===== config.mk =====
export PLATFORM = sky130hd
export DESIGN_NAME = dpw_wiper_slave
export DESIGN_NICKNAME = d
export VERILOG_FILES = /design/src/design/dpw_wiper_slave.v
export VERILOG_INCLUDE_DIRS = /design/src /design/src/shared
export SDC_FILE = /design/constraint.sdc
export NUM_CORES = 1
export LEC_CHECK = 0
export BUFFER_PORTS_ARGS = -buffer_cell sky130_fd_sc_hd__buf_2
export CAP_MARGIN = 30
export CORE_MARGIN = 8
export CORE_UTILIZATION = 35
export CTS_CLUSTER_DIAMETER = 80
export DETAILED_ROUTE_END_ITERATION = 6
export HOLD_SLACK_MARGIN = 0.06
export PLACE_DENSITY = 0.65
export SYNTH_ARGS = -nofsm -noshare
export SYNTH_HDL_FRONTEND = slang
export SYNTH_SLANG_ARGS = --single-unit

===== constraint.sdc =====
create_clock -name i_clk -period 3.7 [get_ports i_clk]
set_input_delay 0.37 -clock i_clk [delete_from_list [all_inputs] [get_ports i_clk]]
set_output_delay 0.37 -clock i_clk [all_outputs]
set_load 0.02 [all_outputs]

===== src/shared/dpw_consts.vh =====
/*
 constants for the two-wire wiper register slave: timing counts at the
 20 MHz system clock, register reset value and byte layout.
 assumes the includer works with a 50 ns clock period.
*/
`ifndef DPW_CONSTS_VH
`define DPW_CONSTS_VH

// ----------------------------------------------------------------------
// clock
// ----------------------------------------------------------------------
`define DPW_CLK_NS 50
// ----------------------------------------------------------------------
// timing, figures in their own unit and derived counts
// ----------------------------------------------------------------------
`define DPW_GLITCH_NS 50
`define DPW_GLITCH_CYC ((`DPW_GLITCH_NS + `DPW_CLK_NS - 1) / `DPW_CLK_NS + 1)
`define DPW_SETTLE_MIN_US 5
`define DPW_SETTLE_MAX_US 10
`define DPW_SETTLE_MIN_CYC ((`DPW_SETTLE_MIN_US * 1000 + `DPW_CLK_NS - 1) / `DPW_CLK_NS)
`define DPW_SETTLE_MAX_CYC ((`DPW_SETTLE_MAX_US * 1000) / `DPW_CLK_NS)
`define DPW_SETTLE_CYC (`DPW_SETTLE_MIN_CYC + 10)
`define DPW_PWRUP_MS 1
`define DPW_PWRUP_MAX_CYC ((`DPW_PWRUP_MS * 1000000) / `DPW_CLK_NS)
// ----------------------------------------------------------------------
// register and byte layout
// ----------------------------------------------------------------------
`define DPW_WIPER_RESET 7'h40
`define DPW_REG_ADDR 8'h00
`define DPW_ID_TOP 7
`define DPW_ID_BOTTOM 1
`define DPW_RW_BIT 0
`define DPW_DEF_TYPE_ID 7'h2a
`define DPW_SET_BITS 2'h3
`endif


===== src/design/dpw_wiper_slave.v =====
/*
 two-wire serial slave holding the 7-bit wiper position register of a
 128-tap potentiometer, with start/stop detect, address match, ack and
 delayed tap update.
 assumes the serial clock and data lines are asynchronous pins and the
 data line is open drain, its level resolved outside from the enable.
*/
// Function
// RQ1 - ignore all bus traffic until a start condition is seen
// RQ2 - start is data falling while clock high
// RQ3 - stop is data rising while clock high
// RQ4 - master ends every operation with a stop
// RQ5 - transmitter changes data only while the clock is low
// RQ6 - any data change while clock high is start or stop
// RQ7 - master begins a transfer only on an idle bus
// RQ8 - master makes the clock; device is slave only
// RQ9 - receiver pulls data low in ninth clock to acknowledge
// RQ10 - acknowledge the address byte only on a type id match
// RQ11 - unmatched device stays unselected for the rest of the transfer
// RQ12 - first byte: id in top seven bits, low bit one reads
// RQ13 - id sits in fixed bits; variants differ by id value
// RQ14 - selected for write, acknowledge every received byte
// RQ15 - read: send eight bits, release, sample ack, continue on ack
// RQ16 - on master no-ack stop sending and wait for stop
// RQ17 - ready for read and write within 1 ms of power
// RQ18 - tap follows a write between 5 and 10 us later
// RQ19 - power-up tap position set between 5 and 10 us; the code sets the tap to 40h one clock after reset release
// RQ20 - suppress input pulses of 50 ns or less
// RQ21 - 7-bit volatile wiper register, loaded with 40h at power-up
// RQ22 - ignore written top bit; read it back as zero
// RQ23 - write: address, register byte 00h, data, stop; update after third ack
// RQ24 - read: address write, 00h, repeated start, address read, data out
// RQ25 - decode register to exactly one of 128 tap selects
`timescale 1ns/10ps
`include "dpw_consts.vh"

module dpw_wiper_slave #(
    parameter [6:0] TYPE_ID = `DPW_DEF_TYPE_ID  // arbitrary neutral value
) (
    input wire i_clk,
    input wire i_arst_n,
    input wire i_scl,
    input wire i_sda,
    output reg o_sda_out,
    output reg o_sda_oe,
    output reg [6:0] o_wiper_pos,
    output reg [127:0] o_tap_sel,
    output reg o_ready
);
    // ------------------------------------------------------------------
    // states
    // ------------------------------------------------------------------
    // one hot; an unknown code falls back to idle through the default
    // branch rather than leaving the data line pulled
    localparam [5:0] ST_IDLE = 6'h01;
    localparam [5:0] ST_RX = 6'h02;
    localparam [5:0] ST_ACK = 6'h04;
    localparam [5:0] ST_TX = 6'h08;
    localparam [5:0] ST_MACK = 6'h10;
    localparam [5:0] ST_WAIT = 6'h20;

    // ------------------------------------------------------------------
    // synchronisers and glitch filter
    // ------------------------------------------------------------------
    reg [1:0] scl_sync_ff;
    reg [1:0] sda_sync_ff;
    reg scl_hist_ff;
    reg sda_hist_ff;
    reg scl_ff;
    reg sda_ff;
    reg nxt_scl;
    reg nxt_sda;
    // two stages only; nothing else reads the first stage
    always @(posedge i_clk or negedge i_arst_n) begin
        if (!i_arst_n) begin
            scl_sync_ff <= 2'h3;
            sda_sync_ff <= 2'h3;
        end else begin
            scl_sync_ff <= {scl_sync_ff[0], i_scl};
            sda_sync_ff <= {sda_sync_ff[0], i_sda};
        end
    end

    // a level is taken once two samples agree, so a pulse of one clock
    // period or less never passes; two samples, not three, keep our answer
    // on the data line well ahead of the next clock rise at fast bus rates
    always @* begin
        nxt_scl = scl_ff;
        nxt_sda = sda_ff;
        if ({scl_hist_ff, scl_sync_ff[1]} == `DPW_SET_BITS) nxt_scl = 1'b1; // RQ20
        else if ({scl_hist_ff, scl_sync_ff[1]} == 2'h0) nxt_scl = 1'b0; // RQ20
        if ({sda_hist_ff, sda_sync_ff[1]} == `DPW_SET_BITS) nxt_sda = 1'b1; // RQ20
        else if ({sda_hist_ff, sda_sync_ff[1]} == 2'h0) nxt_sda = 1'b0; // RQ20
    end

    // filtered levels; reset to the idle high of both lines
    always @(posedge i_clk or negedge i_arst_n) begin
        if (!i_arst_n) begin
            scl_hist_ff <= 1'b1;
            sda_hist_ff <= 1'b1;
            scl_ff <= 1'b1;
            sda_ff <= 1'b1;
        end else begin
            scl_hist_ff <= scl_sync_ff[1];
            sda_hist_ff <= sda_sync_ff[1];
            scl_ff <= nxt_scl;
            sda_ff <= nxt_sda;
        end
    end

    // bus events from the filtered level against its registered copy;
    // a data change under a high clock is never a data bit
    wire scl_rise = nxt_scl & ~scl_ff;
    wire scl_fall = ~nxt_scl & scl_ff;
    wire start_det = nxt_scl & scl_ff & sda_ff & ~nxt_sda; // RQ2 RQ6
    wire stop_det = nxt_scl & scl_ff & ~sda_ff & nxt_sda; // RQ3 RQ6

    // ------------------------------------------------------------------
    // protocol engine
    // ------------------------------------------------------------------
    // the byte index saturates at 3, so a long write cannot wrap back
    // onto the register byte and rewrite the pointer flag
    reg [5:0] state_ff;
    reg [3:0] bit_cnt_ff;
    reg [7:0] shift_ff;
    reg [1:0] byte_idx_ff;  // 0 address, 1 register byte, 2 data
    reg is_read_ff;
    reg ack_ok_ff;          // whether the byte just received is acked
    reg reg_ok_ff;          // register byte was 00h
    reg [6:0] wiper_ff;
    reg upd_req_ff;
    reg [7:0] nxt_shift;

    // received bits enter at the bottom, most significant first
    always @* begin
        nxt_shift = {shift_ff[6:0], sda_ff};
    end

    // one engine for receive, acknowledge and transmit; every drive change
    // is made on a clock fall so the data line never moves under a high
    // clock, and a stop wins over anything in flight
    always @(posedge i_clk or negedge i_arst_n) begin
        if (!i_arst_n) begin
            state_ff <= ST_IDLE;
            bit_cnt_ff <= 4'h0;
            shift_ff <= 8'h00;
            byte_idx_ff <= 2'h0;
            is_read_ff <= 1'b0;
            ack_ok_ff <= 1'b0;
            reg_ok_ff <= 1'b0;
            wiper_ff <= `DPW_WIPER_RESET; // RQ21
            upd_req_ff <= 1'b0;
            o_sda_out <= 1'b0;
            o_sda_oe <= 1'b0;
        end else begin
            upd_req_ff <= 1'b0;
            o_sda_out <= 1'b0;
            if (stop_det) begin
                state_ff <= ST_IDLE; // RQ4
                o_sda_oe <= 1'b0;
            end else if (start_det && o_ready) begin
                // repeated start too; register pointer stays valid
                state_ff <= ST_RX; // RQ1 RQ24
                bit_cnt_ff <= 4'h0;
                byte_idx_ff <= 2'h0;
                o_sda_oe <= 1'b0;
            end else begin
                case (state_ff)
                    ST_IDLE: begin
                        o_sda_oe <= 1'b0; // RQ1
                    end
                    ST_RX: begin
                        if (scl_rise) begin
                            shift_ff <= nxt_shift;
                            bit_cnt_ff <= bit_cnt_ff + 4'h1;
                        end else if (scl_fall && bit_cnt_ff == 4'h8) begin
                            state_ff <= ST_ACK;
                            if (byte_idx_ff == 2'h0) begin
                                // RQ10 RQ12 RQ13
                                ack_ok_ff <= (shift_ff[`DPW_ID_TOP:`DPW_ID_BOTTOM] == TYPE_ID);
                                is_read_ff <= shift_ff[`DPW_RW_BIT];
                                o_sda_oe <= (shift_ff[`DPW_ID_TOP:`DPW_ID_BOTTOM] == TYPE_ID);
                            end else begin
                                ack_ok_ff <= 1'b1; // RQ14
                                o_sda_oe <= 1'b1; // RQ9
                                if (byte_idx_ff == 2'h1) begin
                                    reg_ok_ff <= (shift_ff == `DPW_REG_ADDR);
                                end else if (byte_idx_ff == 2'h2 && reg_ok_ff) begin
                                    // only the third byte writes; later ones are acked, dropped
                                    wiper_ff <= shift_ff[6:0]; // RQ22 RQ23
                                    upd_req_ff <= 1'b1; // RQ18
                                end
                            end
                        end
                    end
                    ST_ACK: begin
                        if (scl_fall) begin
                            bit_cnt_ff <= 4'h0;
                            if (!ack_ok_ff) begin
                                state_ff <= ST_WAIT; // RQ11
                                o_sda_oe <= 1'b0;
                            end else if (byte_idx_ff == 2'h0 && is_read_ff) begin
                                // loaded here so bit 7 is on the line before the first rise
                                state_ff <= ST_TX; // RQ15
                                shift_ff <= {1'b0, wiper_ff}; // RQ22
                                o_sda_oe <= 1'b1; // top bit is zero
                            end else begin
                                state_ff <= ST_RX;
                                o_sda_oe <= 1'b0;
                                if (byte_idx_ff != 2'h3) byte_idx_ff <= byte_idx_ff + 2'h1;
                            end
                        end
                    end
                    ST_TX: begin
                        // drive low for zero bits, change only on clock low
                        if (scl_fall) begin
                            if (bit_cnt_ff == 4'h7) begin
                                state_ff <= ST_MACK;
                                o_sda_oe <= 1'b0; // RQ15
                            end else begin
                                bit_cnt_ff <= bit_cnt_ff + 4'h1;
                                shift_ff <= {shift_ff[6:0], 1'b0};
                                o_sda_oe <= ~shift_ff[6];
                            end
                        end
                    end
                    ST_MACK: begin
                        // the master's answer is taken at the rise, acted on at the fall
                        if (scl_rise) begin
                            ack_ok_ff <= ~sda_ff;
                        end else if (scl_fall) begin
                            bit_cnt_ff <= 4'h0;
                            if (ack_ok_ff) begin
                                state_ff <= ST_TX; // RQ15
                                shift_ff <= {1'b0, wiper_ff};
                                o_sda_oe <= 1'b1;
                            end else begin
                                state_ff <= ST_WAIT; // RQ16
                                o_sda_oe <= 1'b0;
                            end
                        end
                    end
                    ST_WAIT: begin
                        // deaf to data until the next start or stop
                        o_sda_oe <= 1'b0; // RQ16
                    end
                    default: begin
                        state_ff <= ST_IDLE;
                        o_sda_oe <= 1'b0;
                    end
                endcase
            end
        end
    end

    // ------------------------------------------------------------------
    // wiper settle timing and power-up
    // ------------------------------------------------------------------
    // one counter serves both the power-up load and each write; after a write
    // the tap moves a fixed 5.5 us later, inside the 5..10 us window
    reg [8:0] settle_cnt_ff;
    reg settle_run_ff;
    reg [6:0] nxt_pos;
    integer k;
    // end count held at the counter's own width
    localparam integer SETTLE_END_I = `DPW_SETTLE_CYC;
    localparam [8:0] SETTLE_END = SETTLE_END_I[8:0];
    always @(posedge i_clk or negedge i_arst_n) begin
        if (!i_arst_n) begin
            settle_cnt_ff <= 9'h000;
            settle_run_ff <= 1'b1; // RQ19
            o_wiper_pos <= `DPW_WIPER_RESET;
            o_ready <= 1'b0;
        end else begin
            if (upd_req_ff) begin
                settle_cnt_ff <= 9'h000; // RQ18
                settle_run_ff <= 1'b1;
            end else if (settle_run_ff) begin
                if (settle_cnt_ff == SETTLE_END) begin
                    settle_run_ff <= 1'b0;
                    o_wiper_pos <= wiper_ff; // RQ18 RQ19
                    o_ready <= 1'b1; // RQ17
                end else begin
                    settle_cnt_ff <= settle_cnt_ff + 9'h001;
                end
            end
        end
    end

    // one-hot tap decode from the settled position
    always @* begin
        nxt_pos = o_wiper_pos;
    end

    // all taps open while in reset; a one-cycle gap at release is the price
    // of a registered output, the switches never see two taps at once
    always @(posedge i_clk or negedge i_arst_n) begin
        if (!i_arst_n) begin
            o_tap_sel <= 128'h0;
        end else begin
            for (k = 0; k < 128; k = k + 1) begin
                o_tap_sel[k] <= (nxt_pos == k[6:0]); // RQ25
            end
        end
    end
endmodule


==> flow_summary_export.csv <==
group,metric,value,unit
power_and_ir_drop,peakVddDrop,0.000263,V
cells_and_area,nets,735,
grt,track_usage,13.2,%
sta,relSlewSlack,44.2,%
sta,setup_viol,0,
floorplan,die_area,24400,um^2
critical_path,r2r_slack,1.06,ns
detailed_routing,routedWlPerCell,16.0,um
sta,worstMarginPinSlew,0.835,ns
power_and_ir_drop,power,0.00386,W
synthesis,synth_cells,580,
grt,antenna_found_initial,0,
cells_and_area,multiInputGateArea,2070,um^2
grt,grt_pass1_vias,4657,
critical_path,path_cells,"nor4b_4, nand2_2, or3_1, nor4_4, mux2_2",
grt,grt_pass1_wl,25.4,mm
synthesis,synthFlopType,"dfrtp_1",
cells_and_area,area_delta_synth_final,23.2,%
floorplan,rows,51,
critical_path,cp_slowest_stage_delay,0.57,ns
synthesis,async_flop_share,100,%
critical_path,end_kind,"register",
synthesis,yosysWarnings,0,
detailed_routing,dr_wl_met2,7.36,mm
detailed_routing,final_antenna_net_count,0,
place,io_buffers,140,
place,gp_congestion,0.866,
detailed_routing,met3_length,1.31,mm
sta,hold_violations,0,
clock_network,clkSinkCount,186,
synthesis,ys_seq_elements,186,
power_and_ir_drop,p_per_area,454,nW/um^2
synthesis,synth_top_cell_area_share,63.2,%
clock_network,clock_latency,0.42,ns
critical_path,startpoint_type,"register",
synthesis,synthTopCellsByArea,"dfrtp_1 63%, nor2_1 8.6%, dfstp_2 4.6%",
detailed_routing,drt-met1-wl,7.08,mm
synthesis,seq_area_frac_synth,67.8,%
cells_and_area,drive_gt1_share,31.6,%
sta,fin_crit_sh,71.2,%
cells_and_area,final_common_cell,"dfrtp_1",
floorplan,core,19400,um^2
job,drv_cap,0,
detailed_routing,drt_first_iter_violations,296,
sta,finalMaxSlewViolations,0,
synthesis,synth_edf_count,0,
clock_network,cts_root_buf,"clkbuf_16",
critical_path,cp_slowest_cell,"nor4_4",
clock_network,cts_tree,"yes",
grt,grt_start_max_net_pins,86,
detailed_routing,drc,0,
synthesis,syn_area,6880,um^2
power_and_ir_drop,leakage,4.39,nW
synthesis,synth_cell_type_count,58,
detailed_routing,top_layer_used,"met4",
min_path,min_path_type,"register to register",
clock_network,postCtsSetupBuffers,0,
critical_path,critPathMaxFanout,11,
sta,period_needed,2.64,ns
clock_network,clkTransAtPathRegs,0.07,ns
synthesis,synth_top_cell_by_area,"dfrtp_1",
synthesis,syn_avg_cell_area,11.9,um^2
detailed_routing,vias_per_cell,4.66,
grt,overflow,0,
cells_and_area,antenna_cells,0,
detailed_routing,dr.pass1.iters,4,
detailed_routing,vias,4662,
floorplan,pin_count,142,
clock_network,htreeDepth,4,
cells_and_area,final_core_util,43.7,%
floorplan,die_y,156,um
synthesis,syn_nets,592,
cells_and_area,layout_common_cells,"174 x dfrtp_1, 158 x nor2_1, 139 x buf_2, 37 x nand2_1, 26 x mux2_2",
clock_network,cts_buffers,17,
clock_network,cts.repair.resized,0,
status,status,"completed",
detailed_routing,wirelength,16.0,mm
cells_and_area,n_fill_cell,1824,
floorplan,initial_utilization,35.5,%
critical_path,required,4.00,ns
sta,fin_tns_setup,0,ns
sta,rsz0062_at_grt,"false",
floorplan,chipWidth,156,um
sta,skew,0.0101,ns
clock_network,cts_buffer_depth,2,
critical_path,arrival,2.94,ns
critical_path,critPathKind,"register to register",
cells_and_area,regArea,4670,um^2
sta,max_freq,379,MHz
place,dpl.hpwl,11.3,mm
==> area by class of cell <==
type / instances / area share (%)
repair buffers: 149 / 9.45
multi-input cells: 360 / 24.5
clock buffers: 17 / 5.01
inverters: 9 / 0.398
well taps: 265 / 3.91
flip-flops and latches: 186 / 55.0
clock inverters: 14 / 1.74
==> power by group <==
group | total (W) | switching (W) | internal, W
clock | 0.00174 | 0.000843 | 0.000900
sequential | 0.00205 | 0.00000555 | 0.00204
combinational | 0.0000637 | 0.0000483 | 0.0000155
==> cells by family after synthesis <==
kind of cell             share of synthesized area, %
AO/OA/AOI/OAI                                    3.67
adder cells (fa/ha/maj)                          1.45
flip-flops                                       67.8
multiplexers                                     4.98
XOR/XNOR                                         1.40
other                                          0.0545
buffers and inverters                            2.04
AND/OR/NAND/NOR                                  18.6
==> flip-flops by register name, summed over array words and instances, names as in the netlist, 2 cells and up <==
signal	cells
state_ff	6
o_tap_sel	128
bit_cnt_ff	4
sda_sync_ff	2
shift_ff	8
byte_idx_ff	2
wiper_ff	7
scl_sync_ff	2
o_wiper_pos	7
settle_cnt_ff	9
==> per-stage QoR <==
step           setup slack [ns]  hold slack (ns)  instance area, um^2  std cells
2_1_floorplan              1.30           0.0744                 6880        580
3_3_place_gp               1.12            0.348                 7850        965
3_5_place_dp               1.08            0.276                 7880        966
4_1_cts                    1.06            0.357                 8480       1000
5_1_grt                   0.876            0.360                 8480       1000
6_report                   1.06            0.357                 8480       1000
==> cells in the mapped netlist, types with 3 or more instances <==
| library cell | instances |
|---|---|
| a211oi_1 | 3 |
| a21oi_1 | 9 |
| clkbuf_1 | 22 |
| dfrtp_1 | 174 |
| dfstp_2 | 12 |
| ha_1 | 8 |
| inv_1 | 9 |
| mux2_2 | 26 |
| mux2i_1 | 5 |
| nand2_1 | 37 |
| nand2b_1 | 3 |
| nand3_1 | 13 |
| nand3b_1 | 6 |
| nand4_1 | 8 |
| nor2_1 | 158 |
| nor2b_1 | 6 |
| nor3_1 | 5 |
| o21ai_0 | 12 |
| or3_1 | 5 |
| or3b_2 | 5 |
| or4_1 | 3 |
| xnor2_1 | 3 |
| xor2_1 | 8 |
==> worst max-delay path, delay by kind of cell, from the launching register on <==
kind,cells,cell delay (ns)
simple gates,4,1.59
flops,1,0.53
mux,1,0.40
==> final timing paths <==
| path | start | end | depth (start not counted) |
|---|---|---|---|
| worst min register to register | sda_sync_ff[0]$_DFF_PN1_ | sda_sync_ff[1]$_DFF_PN1_ | 0 |
| min in group asynchronous | i_arst_n | o_tap_sel[57]$_DFF_PN0_ | 2 |
| worst max register to register | state_ff[4]$_DFFE_PN0P_ | wiper_ff[0]$_DFFE_PN0P_ | 5 |
| worst min-delay path | sda_sync_ff[0]$_DFF_PN1_ | sda_sync_ff[1]$_DFF_PN1_ | 0 |
| max in group asynchronous | i_arst_n | o_tap_sel[117]$_DFF_PN0_ | 4 |
| worst max-delay path | state_ff[4]$_DFFE_PN0P_ | wiper_ff[0]$_DFFE_PN0P_ | 5 |
==> metal layers <==
layer	global-route usage (%)	vias to the layer above
met5	0	-
met1	16.6	2295
met4	3.66	0
met3	3.94	22
li1	-	2199
met2	21.8	146
==> timing repair <==
item | CTS | global route
endpoints found under the setup margin | 0 | 0
hold buffers | 3 | 0
endpoints found under the hold margin | 36 | 0
Power figures use the tool's default switching activity.
